## src/design/rsc_pkg.sv

```systemverilog
// Shared register layouts, offsets, reset values and codes for the radio state and offset bank.
package rsc_pkg;

  // Register indices; the byte address on APB is four times the index.
  localparam logic [17:0] NEXT_STATE_INDEX = 18'h0df13;
  localparam logic [17:0] CALIBRATION_INDEX = 18'h0df14;
  localparam logic [17:0] OFFSET_COMP_INDEX = 18'h0df15;
  localparam logic [19:0] NEXT_STATE_ADDR = {NEXT_STATE_INDEX, 2'h0};
  localparam logic [19:0] CALIBRATION_ADDR = {CALIBRATION_INDEX, 2'h0};
  localparam logic [19:0] OFFSET_COMP_ADDR = {OFFSET_COMP_INDEX, 2'h0};
  localparam int MIN_ADDR_WIDTH = 20;

  localparam logic [7:0] NEXT_STATE_RESET = 8'h30;
  localparam logic [7:0] CALIBRATION_RESET = 8'h04;
  localparam logic [7:0] OFFSET_COMP_RESET = 8'h76;
  localparam logic [7:0] NEXT_STATE_MASK = 8'h3f;
  localparam logic [7:0] CALIBRATION_MASK = 8'h3f;
  localparam logic [7:0] OFFSET_COMP_MASK = 8'h7f;

  typedef struct packed {
    logic [1:0] unused;
    logic [1:0] clear_channel_select;
    logic [1:0] after_receive_state;
    logic [1:0] after_transmit_state;
  } rsc_next_state_reg_type;

  typedef struct packed {
    logic [1:0] unused;
    logic [1:0] synth_auto_calibrate;
    logic [3:0] reserved;
  } rsc_calibration_reg_type;

  typedef struct packed {
    logic unused;
    logic reserved;
    logic loops_carrier_gate;
    logic [1:0] offset_gain_presync;
    logic offset_gain_postsync;
    logic [1:0] offset_saturation_limit;
  } rsc_offset_comp_reg_type;

  typedef enum logic [1:0] {CCA_ALWAYS, CCA_RSSI_LOW, CCA_NOT_RECEIVING, CCA_RSSI_LOW_NOT_RECEIVING}
    rsc_clear_channel_select_type;
  typedef enum logic [1:0] {CAL_NEVER, CAL_ON_START, CAL_ON_RETURN, CAL_EVERY_FOURTH}
    rsc_cal_mode_type;
  // Both next-state fields share this order, so a field value casts straight to it.
  typedef enum logic [1:0] {RADIO_IDLE, RADIO_SYNTH_ON_FOR_TRANSMIT, RADIO_TRANSMIT, RADIO_RECEIVE}
    rsc_radio_state_type;
  typedef enum logic [1:0] {SEL_NONE, SEL_NEXT_STATE, SEL_CALIBRATION, SEL_OFFSET_COMP}
    rsc_reg_sel_type;

  localparam logic [1:0] CAL_COUNT_LAST = 2'h3;
  localparam logic [1:0] LIMIT_NONE = 2'h0;
  localparam logic [1:0] LIMIT_EIGHTH = 2'h1;
  localparam logic [1:0] LIMIT_QUARTER = 2'h2;
  localparam logic [1:0] SHIFT_EIGHTH = 2'h3;
  localparam logic [1:0] SHIFT_QUARTER = 2'h2;
  localparam logic [1:0] SHIFT_HALF = 2'h1;
  localparam logic [3:0] GAIN_HALF_K = 4'h1;

  typedef struct packed {
    rsc_next_state_reg_type next_state_reg;
    rsc_calibration_reg_type calibration_reg;
    rsc_offset_comp_reg_type offset_comp_reg;
    logic pready;
    logic pslverr;
    logic [31:0] prdata;
    logic clear_channel;
    logic sync_seen;
    logic carrier_seen;
    logic [1:0] cal_count;
    logic calibrate_request;
    logic next_state_valid;
    rsc_radio_state_type next_state;
    logic preamble_restart;
    logic loops_frozen;
    logic [3:0] offset_gain;
    logic limit_enable;
    logic [1:0] limit_shift;
  } rsc_state_type;

endpackage

```

## src/design/rsc_radio_config.sv

```systemverilog
// APB register bank steering clear channel, next state, calibration and offset compensation.
//
// Summary of operation
// - Clear channel select sits at bits 5:4 of the next state register, resets to 11.
// - Clear channel: always, RSSI low, not receiving, or RSSI low and not receiving.
// - After receive go to idle, synth-on-for-transmit, transmit or stay in receive.
// - After transmit go to idle, synth-on, stay transmitting with preamble, or receive.
// - Auto-calibrate field at bits 5:4 resets 00; 00 means only the strobe calibrates.
// - Mode 01 calibrates on every exit from idle into an active state.
// - Mode 10 calibrates on each automatic return from receive or transmit to idle.
// - Mode 11 counts automatic returns to idle and calibrates on every fourth.
// - Calibration bits 3:0 are reserved, reset to 0100, and are written 0100.
// - Offset bit 6 is reserved, resets to 1, and software writes it 0.
// - With the gate bit set, both loops stay frozen until carrier sense goes high.
// - Pre-sync loop gain from bits 4:3: K, 2K, 3K or 4K, reset 3K.
// - Post-sync gain bit 2: 0 keeps pre-sync gain, 1 uses K/2.
// - Saturation limit bits 1:0: none, bandwidth over 8, over 4, over 2.
`timescale 1ns/10ps
`default_nettype none

module rsc_radio_config #(
  parameter int ADDR_WIDTH = 20
) (
  input wire logic pclk, // APB clock, 25 MHz.
  input wire logic presetn, // Asynchronous reset, active low.
  input wire logic psel, // APB select.
  input wire logic penable, // APB access phase.
  input wire logic pwrite, // APB direction, high for write.
  input wire logic [ADDR_WIDTH-1:0] paddr, // APB byte address.
  input wire logic [31:0] pwdata, // APB write data.
  output logic pready, // APB transfer done.
  output logic pslverr, // APB error on unmapped address.
  output logic [31:0] prdata, // APB read data.
  input wire logic rssi_below_threshold, // Signal strength under threshold.
  input wire logic packet_receiving, // A packet is being received.
  input wire logic packet_received, // Pulse, a packet was received.
  input wire logic packet_sent, // Pulse, a packet was sent.
  input wire logic idle_exit, // Pulse, leaving idle for an active state.
  input wire logic auto_idle_return, // Pulse, automatic return to idle.
  input wire logic calibrate_strobe, // Pulse, manual calibrate command.
  input wire logic reception_start, // Pulse, a new reception begins.
  input wire logic sync_detected, // Sync word detected.
  input wire logic carrier_sense, // Carrier sense level.
  output logic clear_channel, // Clear channel indication.
  output logic calibrate_request, // Pulse, calibrate the synthesizer.
  output logic next_state_valid, // Pulse, next_state holds a decision.
  output rsc_pkg::rsc_radio_state_type next_state, // State to move to.
  output logic preamble_restart, // With a transmit decision after a sent packet, resend preamble.
  output logic loops_frozen, // Hold offset and clock recovery loops.
  output logic [3:0] offset_gain, // Offset loop gain in units of K/2.
  output logic limit_enable, // Offset compensation saturation in use.
  output logic [1:0] limit_shift // Limit is channel bandwidth shifted right by this.
);

  // Refuse an address bus too narrow to reach the three register words.
  if (ADDR_WIDTH < rsc_pkg::MIN_ADDR_WIDTH) begin : g_addr_width_check
    $error("ADDR_WIDTH too narrow for the register addresses.");
  end

  localparam rsc_pkg::rsc_state_type RESET_STATE = '{
    next_state_reg: rsc_pkg::NEXT_STATE_RESET,
    calibration_reg: rsc_pkg::CALIBRATION_RESET,
    offset_comp_reg: rsc_pkg::OFFSET_COMP_RESET,
    next_state: rsc_pkg::RADIO_IDLE,
    default: '0
  };

  rsc_pkg::rsc_state_type state;
  rsc_pkg::rsc_state_type next_state_all;

  function automatic rsc_pkg::rsc_reg_sel_type decode_reg(input logic [ADDR_WIDTH-1:0] addr);
    if (addr == ADDR_WIDTH'(rsc_pkg::NEXT_STATE_ADDR)) begin
      return rsc_pkg::SEL_NEXT_STATE;
    end else if (addr == ADDR_WIDTH'(rsc_pkg::CALIBRATION_ADDR)) begin
      return rsc_pkg::SEL_CALIBRATION;
    end else if (addr == ADDR_WIDTH'(rsc_pkg::OFFSET_COMP_ADDR)) begin
      return rsc_pkg::SEL_OFFSET_COMP;
    end
    return rsc_pkg::SEL_NONE;
  endfunction

  always_comb begin
    rsc_pkg::rsc_reg_sel_type sel;
    logic [7:0] rd;
    logic write_now;
    logic [1:0] pre_k;
    sel = decode_reg(paddr);
    rd = 8'h00;
    write_now = 1'b0;
    pre_k = 2'h0;
    next_state_all = state;

    // The slave answers on the second access cycle so that every bus output is a flop.
    next_state_all.pready = psel & penable & ~state.pready;
    write_now = psel & penable & state.pready & pwrite;
    unique case (sel)
      rsc_pkg::SEL_NEXT_STATE: begin
        rd = state.next_state_reg;
      end
      rsc_pkg::SEL_CALIBRATION: begin
        rd = state.calibration_reg;
      end
      rsc_pkg::SEL_OFFSET_COMP: begin
        rd = state.offset_comp_reg;
      end
      rsc_pkg::SEL_NONE: begin
        rd = 8'h00;
      end
    endcase
    if (next_state_all.pready) begin
      next_state_all.prdata = pwrite ? 32'h0 : {24'h0, rd};
      next_state_all.pslverr = (sel == rsc_pkg::SEL_NONE);
    end
    if (write_now) begin
      // Reserved bits are stored as written; only unused bits are masked.
      unique case (sel)
        rsc_pkg::SEL_NEXT_STATE: begin
          next_state_all.next_state_reg = pwdata[7:0] & rsc_pkg::NEXT_STATE_MASK;
        end
        rsc_pkg::SEL_CALIBRATION: begin
          next_state_all.calibration_reg = pwdata[7:0] & rsc_pkg::CALIBRATION_MASK;
        end
        rsc_pkg::SEL_OFFSET_COMP: begin
          next_state_all.offset_comp_reg = pwdata[7:0] & rsc_pkg::OFFSET_COMP_MASK;
        end
        rsc_pkg::SEL_NONE: begin
        end
      endcase
    end

    unique case (rsc_pkg::rsc_clear_channel_select_type'(state.next_state_reg.clear_channel_select))
      rsc_pkg::CCA_ALWAYS: begin
        next_state_all.clear_channel = 1'b1;
      end
      rsc_pkg::CCA_RSSI_LOW: begin
        next_state_all.clear_channel = rssi_below_threshold;
      end
      rsc_pkg::CCA_NOT_RECEIVING: begin
        next_state_all.clear_channel = ~packet_receiving;
      end
      rsc_pkg::CCA_RSSI_LOW_NOT_RECEIVING: begin
        next_state_all.clear_channel = rssi_below_threshold & ~packet_receiving;
      end
    endcase

    // A received packet takes priority if both events coincide.
    // Clear channel combined with a transmit-side post-receive state is not checked here.
    next_state_all.next_state_valid = packet_received | packet_sent;
    next_state_all.preamble_restart = 1'b0;
    if (packet_received) begin
      next_state_all.next_state =
        rsc_pkg::rsc_radio_state_type'(state.next_state_reg.after_receive_state);
    end else if (packet_sent) begin
      next_state_all.next_state =
        rsc_pkg::rsc_radio_state_type'(state.next_state_reg.after_transmit_state);
      next_state_all.preamble_restart =
        (next_state_all.next_state == rsc_pkg::RADIO_TRANSMIT);
    end

    next_state_all.calibrate_request = calibrate_strobe;
    unique case (rsc_pkg::rsc_cal_mode_type'(state.calibration_reg.synth_auto_calibrate))
      rsc_pkg::CAL_NEVER: begin
      end
      rsc_pkg::CAL_ON_START: begin
        if (idle_exit) begin
          next_state_all.calibrate_request = 1'b1;
        end
      end
      rsc_pkg::CAL_ON_RETURN: begin
        if (auto_idle_return) begin
          next_state_all.calibrate_request = 1'b1;
        end
      end
      rsc_pkg::CAL_EVERY_FOURTH: begin
        if (auto_idle_return) begin
          next_state_all.cal_count = state.cal_count + 2'h1;
          if (state.cal_count == rsc_pkg::CAL_COUNT_LAST) begin
            next_state_all.calibrate_request = 1'b1;
          end
        end
      end
    endcase

    // A detection in the same cycle as a reception start wins, so it is never lost.
    next_state_all.carrier_seen = (state.carrier_seen & ~reception_start) | carrier_sense;
    next_state_all.sync_seen = (state.sync_seen & ~reception_start) | sync_detected;
    next_state_all.loops_frozen =
      state.offset_comp_reg.loops_carrier_gate & ~next_state_all.carrier_seen;

    pre_k = state.offset_comp_reg.offset_gain_presync;
    if (next_state_all.sync_seen & state.offset_comp_reg.offset_gain_postsync) begin
      next_state_all.offset_gain = rsc_pkg::GAIN_HALF_K;
    end else begin
      // Widen before adding, since 4K would otherwise wrap to zero.
      next_state_all.offset_gain = {({1'b0, pre_k} + 3'h1), 1'b0};
    end

    next_state_all.limit_enable =
      (state.offset_comp_reg.offset_saturation_limit != rsc_pkg::LIMIT_NONE);
    unique case (state.offset_comp_reg.offset_saturation_limit)
      rsc_pkg::LIMIT_NONE: begin
        next_state_all.limit_shift = 2'h0;
      end
      rsc_pkg::LIMIT_EIGHTH: begin
        next_state_all.limit_shift = rsc_pkg::SHIFT_EIGHTH;
      end
      rsc_pkg::LIMIT_QUARTER: begin
        next_state_all.limit_shift = rsc_pkg::SHIFT_QUARTER;
      end
      default: begin
        next_state_all.limit_shift = rsc_pkg::SHIFT_HALF;
      end
    endcase
  end

  always_ff @(posedge pclk or negedge presetn) begin
    if (!presetn) begin
      state <= RESET_STATE;
    end else begin
      state <= next_state_all;
    end
  end

  assign pready = state.pready;
  assign pslverr = state.pslverr;
  assign prdata = state.prdata;
  assign clear_channel = state.clear_channel;
  assign calibrate_request = state.calibrate_request;
  assign next_state_valid = state.next_state_valid;
  assign next_state = state.next_state;
  assign preamble_restart = state.preamble_restart;
  assign loops_frozen = state.loops_frozen;
  assign offset_gain = state.offset_gain;
  assign limit_enable = state.limit_enable;
  assign limit_shift = state.limit_shift;

endmodule // rsc_radio_config

`default_nettype wire

```

## config.mk

```make
export PLATFORM = sky130hd
export DESIGN_NAME = rsc_radio_config
export DESIGN_NICKNAME = d
export VERILOG_FILES = /design/src/design/rsc_pkg.sv /design/src/design/rsc_radio_config.sv
export SDC_FILE = /design/constraint.sdc
export NUM_CORES = 1
export LEC_CHECK = 0
export ABC_AREA = 1
export BUFFER_PORTS_ARGS = -buffer_cell sky130_fd_sc_hd__buf_2
export CAP_MARGIN = 40
export CORE_ASPECT_RATIO = 1.1
export CORE_MARGIN = 2
export CORE_UTILIZATION = 30
export DETAILED_ROUTE_END_ITERATION = 7
export PLACE_DENSITY_LB_ADDON = 0.15
export SLEW_MARGIN = 20
export SYNTH_ARGS = -nofsm -noshare
export SYNTH_HDL_FRONTEND = slang
export SYNTH_SLANG_ARGS = --single-unit
```

## constraint.sdc

```tcl
create_clock -name pclk -period 2.75 [get_ports pclk]
set_input_delay 0.825 -clock pclk [delete_from_list [all_inputs] [get_ports pclk]]
set_output_delay 0.825 -clock pclk [all_outputs]
set_load 0.1 [all_outputs]
```

==> results of run 1 <==
-- how the worst max path moves through the flow --
stage / start / cells after the start / slack [ns] / to
6_report: pready / 1 / 0.79 / pready
4_1_cts: pready / 1 / 0.77 / pready
2_1_floorplan: pready / 6 / 0.86 / state[68]
5_1_grt: pready / 1 / 0.75 / pready
3_5_place_dp: paddr[9] / 10 / 0.66 / state[55]
3_3_place_gp: paddr[8] / 10 / 0.68 / state[54]
-- stage by stage --
stage | total power, mW | utilization
after global placement | 0.982 | 0.332
after detailed placement | 0.983 | 0.332
after CTS | 1.49 | 0.344
after floorplan | 0.949 | -
final | 1.47 | 0.344
after global routing | 1.53 | 0.344
-- kinds of logic after synthesis --
group,Yosys count,share of synthesized area
compound gates,15,0.0405
xor+xnor,1,0.00326
fa+ha+maj,8,0.0373
buf+inv,85,0.183
flops,46,0.432
mux,1,0.00419
other cells,1,0.00140
simple gates,156,0.298
-- cell usage in the layout (no fill, tap or decap), types with 2 or more instances in the layout --
| cell type | n |
|---|---|
| nand2_1 | 90 |
| buf_2 | 64 |
| inv_1 | 38 |
| dfrtp_1 | 38 |
| nand3_1 | 27 |
| conb_1 | 25 |
| nor2_1 | 16 |
| ha_1 | 8 |
| dfstp_2 | 8 |
| o21ai_2 | 6 |
| clkbuf_8 | 5 |
| nor2_2 | 4 |
| inv_2 | 4 |
| o21ai_0 | 3 |
| nor2_8 | 3 |
| nand2_4 | 3 |
| nor2_4 | 3 |
| nand2_2 | 2 |
| nand4_4 | 2 |
| clkbuf_1 | 2 |
-- power by group --
group	total, mW	internal [mW]	switching [mW]
Combinational	0.280	0.0372	0.243
Clock	0.501	0.272	0.229
Sequential	0.687	0.684	0.00336
-- final cells by class --
cell class / instances / area [µm²] / area share
Multi-Input combinational cell: 206 / 1120 / 0.372
Inverter: 42 / 158 / 0.0522
Clock buffer: 7 / 76.3 / 0.0253
Sequential cell: 46 / 1160 / 0.385
Tap cell: 114 / 143 / 0.0472
Clock inverter: 1 / 30.0 / 0.00995
Timing Repair Buffer: 65 / 328 / 0.109
-- layer usage --
layer  wire length (µm)  vias to the layer above  global-route usage
li1                   -                     1003                   -
met1               2320                      906               0.147
met2               2570                       61               0.196
met3                307                        6              0.0261
met4                 70                        0              0.0368
met5                  0                        -                   0
==> flow_metrics.tcl, run 1 <==
set metrics [dict create \
    synth_area_per_cell_um2 8.58 \
    synth_top_area_frac 0.354 \
    fmax_mhz 510 \
    hold_end "preamble_restart" \
    r2r_slack_ns 1.32 \
    port_buffers 64 \
    crit_buf_inv 1 \
    grt_pass1_wl_um 8650 \
    yosysTopAreaCell "dfrtp_1" \
    cts_htree_levels 2 \
    drtIter0Drc 40 \
    regMostFlops "state" \
    nFillCells 979 \
    crit_chain "buf_2" \
    grt_max_degree 47 \
    hp-class "flop to flop" \
    r2r_cells 5 \
    clockRootBuffer "clkbuf_8" \
    grt.overflow.total 0 \
    dpl_cell_area_um2 2910 \
    worstPathMaxFanout 3 \
    synth-seq-area-share 0.432 \
    route.vias.total 1976 \
    relSlewSlack 0.613 \
    min_period_ns 1.96 \
    setup_viol 0 \
    ys_async_sr_fraction 1.00 \
    worst_r2r_endpoint "state[68]" \
    crit_type "flop to primary output" \
    tightest_slew_ns 0.580 \
    antenna_cells 0 \
    ir_worst_vdd_uv 282 \
    gp_congestion 0.806 \
    slowest_delay_ns 0.44 \
    die_w_um 94.2 \
    post_cts_buffers 0 \
    ctsLongestPathBuffers 2 \
    post-synth-top-count-cell "nand2_1" \
    clock_sinks 46 \
    dr.pass1.iters 4 \
    ctsResizeCount 0 \
    drive_gt1_frac 0.302 \
    grt_pass1_vias 1858 \
    routedWlPerCell_um 11.0 \
    numCtsBuffers 5 \
    place_inst 473 \
    rows 36 \
    status "finished, final reports clean" \
    track_usage 0.115 \
    die_h_um 103 \
    cpLargestDelayFamily "buffers and inverters" \
    dieArea_um2 9730 \
    yosys-top-cells-count "90 x nand2_1, 40 x buf_4, 38 x dfrtp_1, 38 x inv_1, 27 x nand3_1" \
    synthFlopType "dfrtp_1" \
    viasPerCell 4.11 \
    area_growth_pct 12.4 \
    power_density_nw_per_um2 486 \
    r2r-start "pready" \
    io_pins 115 \
    setup_slack_ns 0.789 \
    fp.coreArea_um2 8780 \
    routed_wl_um 5270 \
    drc 0 \
    cp.required_ns 1.93 \
    syn-cell-area_um2 2690 \
    synth_edf_count 0 \
    fin_setup_tns_ns 0 \
    initial_core_util 0.306 \
    yosys_warnings 0 \
    antenna_left 0 \
    clk_pin_slew_ns 0.09 \
    holdWs_ns 0.465 \
    p_leak_nw 1.73 \
    hold_viol_final 0 \
    synthesis.instances 313 \
    cp-start-kind "flop" \
    cp_data_arrival_time_ns 1.14 \
    ctsHoldBuffers 0 \
    rsz0062_at_grt "no" \
    dp_hpwl_um 4080 \
    period_share 0.713 \
    yosysUniqueCellTypes 33 \
    min_from "state[68]" \
    maxSlewViolCount 0 \
    cp_slowest_cell "buf_2" \
    clock_latency_ns 0.30 \
    synth.area.top_cells "dfrtp_1 35%, nand2_1 13%, buf_4 11%" \
    final_cell_area_um2 3020 \
    largest_reg_flops 23 \
    fin_cells 481 \
    place_ws_ns 0.661 \
    antenna_found_initial 0 \
    critical_path.endpoint_type "primary output" \
    final_nets 441 \
    cap_violations 0 \
    ys_seq_elements 46 \
    clock_skew_ns 0.0130 \
    min_path_cells 1 \
    cts_tree "done" \
]
Note: power is estimated with default switching activity, not from simulation.
==> run 2, diff against run 1 <==
Settings changed: ABC_AREA 1 to 0.
Clock period 2.75 ns to 2 ns, I/O delays scaled along.
==> run 2 against run 1 <==
Effect of this change: routed wire length shrank 15%; utilization grew 1.8 points; power is 36% higher; global-route usage is 0.29 points lower; largest power group unchanged; register-to-register slack got worse by 0.73 ns; clock-buffer cell count stayed put.
==> flow_metrics.tcl, run 2 <==
set metrics [dict create \
    status "finished, final reports clean" \
    drtIter0Drc 41 \
    clk_pin_slew_ns 0.09 \
    viasPerCell 4.15 \
    grt.overflow.total 0 \
    place_ws_ns -0.387 \
    dpl_cell_area_um2 2700 \
    synth_top_area_frac 0.399 \
    regMostFlops "state" \
    clock_sinks 46 \
    routed-wl-met3_um 273 \
    rows 34 \
    fin_setup_tns_ns 0 \
    yosysTopAreaCell "dfrtp_1" \
    synth_edf_count 0 \
    cpLargestDelayFamily "simple AND/OR/NAND/NOR gates" \
    largest_reg_flops 23 \
    clock_skew_ns 0.00864 \
    maxSlewViolCount 0 \
    drive_gt1_frac 0.447 \
    numCtsBuffers 5 \
    dp_hpwl_um 3560 \
    grt_pass1_vias 1495 \
    clkPwrFrac 0.361 \
    cp.required_ns 2.18 \
    synthFlopType "dfrtp_1" \
    p_comb_frac 0.171 \
    routedWlPerCell_um 12.0 \
    grt_max_degree 20 \
    die_h_um 97.5 \
    rsz0062_at_grt "yes" \
    critical_path.endpoint_type "flop" \
    cp_data_arrival_time_ns 2.15 \
    die_w_um 89.0 \
    hp-class "input port to asynchronous set/reset pin" \
    drc 0 \
    period_share 0.986 \
    antenna_cells 0 \
    gp_congestion 0.691 \
    io_pins 115 \
    wl_met2_um 2270 \
    final_cell_mix "63 x buf_2, 38 x dfrtp_1, 25 x conb_1" \
    track_usage 0.113 \
    slowest_delay_ns 0.53 \
    nFillCells 804 \
    p_leak_nw 1.48 \
    p_int_mw 1.40 \
    route.vias.total 1553 \
    initial_core_util 0.305 \
    ys_async_sr_fraction 1.00 \
    yosys-top-cells-count "40 x buf_4, 38 x dfrtp_1, 20 x mux2_2, 17 x nand2_1, 11 x inv_1" \
    ys_seq_elements 46 \
    synth-seq-area-share 0.487 \
    fmax_mhz 507 \
    dr.pass1.iters 4 \
    grt_pass1_wl_um 7450 \
    synthesis.instances 204 \
    syn-cell-area_um2 2380 \
    cts_htree_levels 2 \
    wl_met1_um 1900 \
    path_common_cell "buf_6" \
    holdWs_ns 0.214 \
    setup_slack_ns 0.0289 \
    final_nets 340 \
    clock_latency_ns 0.30 \
    antenna_left 0 \
    final_core_util 0.362 \
    cp-start-kind "input port" \
    yosys_warnings 0 \
    crit_chain "buf_6 -> or4_4 -> nor4_4 -> buf_6 -> nand4_4 -> mux2_2" \
    area_growth_pct 18.8 \
    min_period_ns 1.97 \
    synth_area_per_cell_um2 11.7 \
    worstPathMaxFanout 7 \
    setup_viol 0 \
    netSwitchingPower_mw 0.607 \
    port_buffers 64 \
    final_common_cell "buf_2" \
    p_seq_frac 0.468 \
    swShare 0.303 \
    fin_cells 374 \
    ctsLongestPathBuffers 2 \
    antenna_found_initial 0 \
    fin_total_pwr_mw 2.00 \
    cp_slowest_cell "or4_4" \
    final_cell_area_um2 2830 \
    yosysUniqueCellTypes 29 \
    ir_worst_vdd_uv 320 \
    post-synth-top-count-cell "buf_4" \
    dieArea_um2 8680 \
    clockRootBuffer "clkbuf_8" \
    hold_viol_final 0 \
    power_density_nw_per_um2 707 \
    routed_wl_um 4500 \
    place_inst 365 \
    fp.coreArea_um2 7830 \
    crit_buf_inv 2 \
    cts_tree "done" \
    cap_violations 0 \
    synth.area.top_cells "dfrtp_1 40%, buf_4 13%, mux2_2 9.4%" \
    crit_type "input port to flop" \
    routed.top_layer "met4" \
]
-- run 2: changes by cell type in the layout (fill, tap and decap cells not counted), moves of 12 or more --
cell | previous run | this run
nand2_1 | 90 | 17
inv_1 | 38 | 11
mux2_2 | 1 | 19
nand3_1 | 27 | 0
nor2_1 | 16 | 4
-- run 2: power by group through the flow --
| stage | clock, mW | combinational [mW] | sequential [mW] |
|---|---|---|---|
| final | 0.723 | 0.343 | 0.938 |
| after global routing | 0.788 | 0.366 | 0.938 |
| after detailed placement | 0 | 0.346 | 0.955 |
| after CTS | 0.750 | 0.346 | 0.938 |
| after global placement | 0 | 0.344 | 0.955 |
| after floorplan | 0 | 0.273 | 0.979 |
-- run 2: final cells by class --
class | instances | area, µm² | area share
flip-flops and latches | 46 | 1160 | 0.410
multi-input cells | 127 | 961 | 0.339
repair buffers | 74 | 418 | 0.148
well taps | 108 | 135 | 0.0477
clock buffers | 7 | 86.3 | 0.0305
inverters | 11 | 41.3 | 0.0146
clock inverters | 1 | 30.0 | 0.0106
-- run 2: cells by family after synthesis --
group / Yosys count / share of synthesized area
buffers and inverters: 55 / 0.150
and+or+nand+nor: 42 / 0.127
muxes: 22 / 0.103
DFF: 46 / 0.487
adders and majority gates: 8 / 0.0420
xor gates and xnor gates: 1 / 0.00367
other: 1 / 0.00157
AOI/OAI and AO/OA: 29 / 0.0866
-- run 2: what timing repair did --
item / 4_1_cts / 5_1_grt
setup endpoints to repair: 8 / 5
hold endpoints to repair: 0 / 0
gates cloned: 0 / 0
buffers inserted: 1 / 0
hold buffers: 0 / 0
resized for setup: 1 / 2
-- run 2: final timing paths --
kind | start | slack, ns | cells after the start | to
min in group pclk | prdata[6] | 0.48 | 2 | prdata[6]
hold / removal | presetn | 0.21 | 1 | state[70]
setup reg to reg | state[64] | 0.59 | 5 | calibrate_request
hold reg to reg | prdata[6] | 0.48 | 2 | prdata[6]
max in group asynchronous | presetn | 1.19 | 2 | state[72]
setup / recovery | paddr[19] | 0.03 | 6 | state[55]
-- run 2: metal layers --
metal,up-vias,global-route usage
met4,0,0.0310
met5,-,0
met1,744,0.142
li1,752,-
met2,51,0.187
met3,6,0.0306
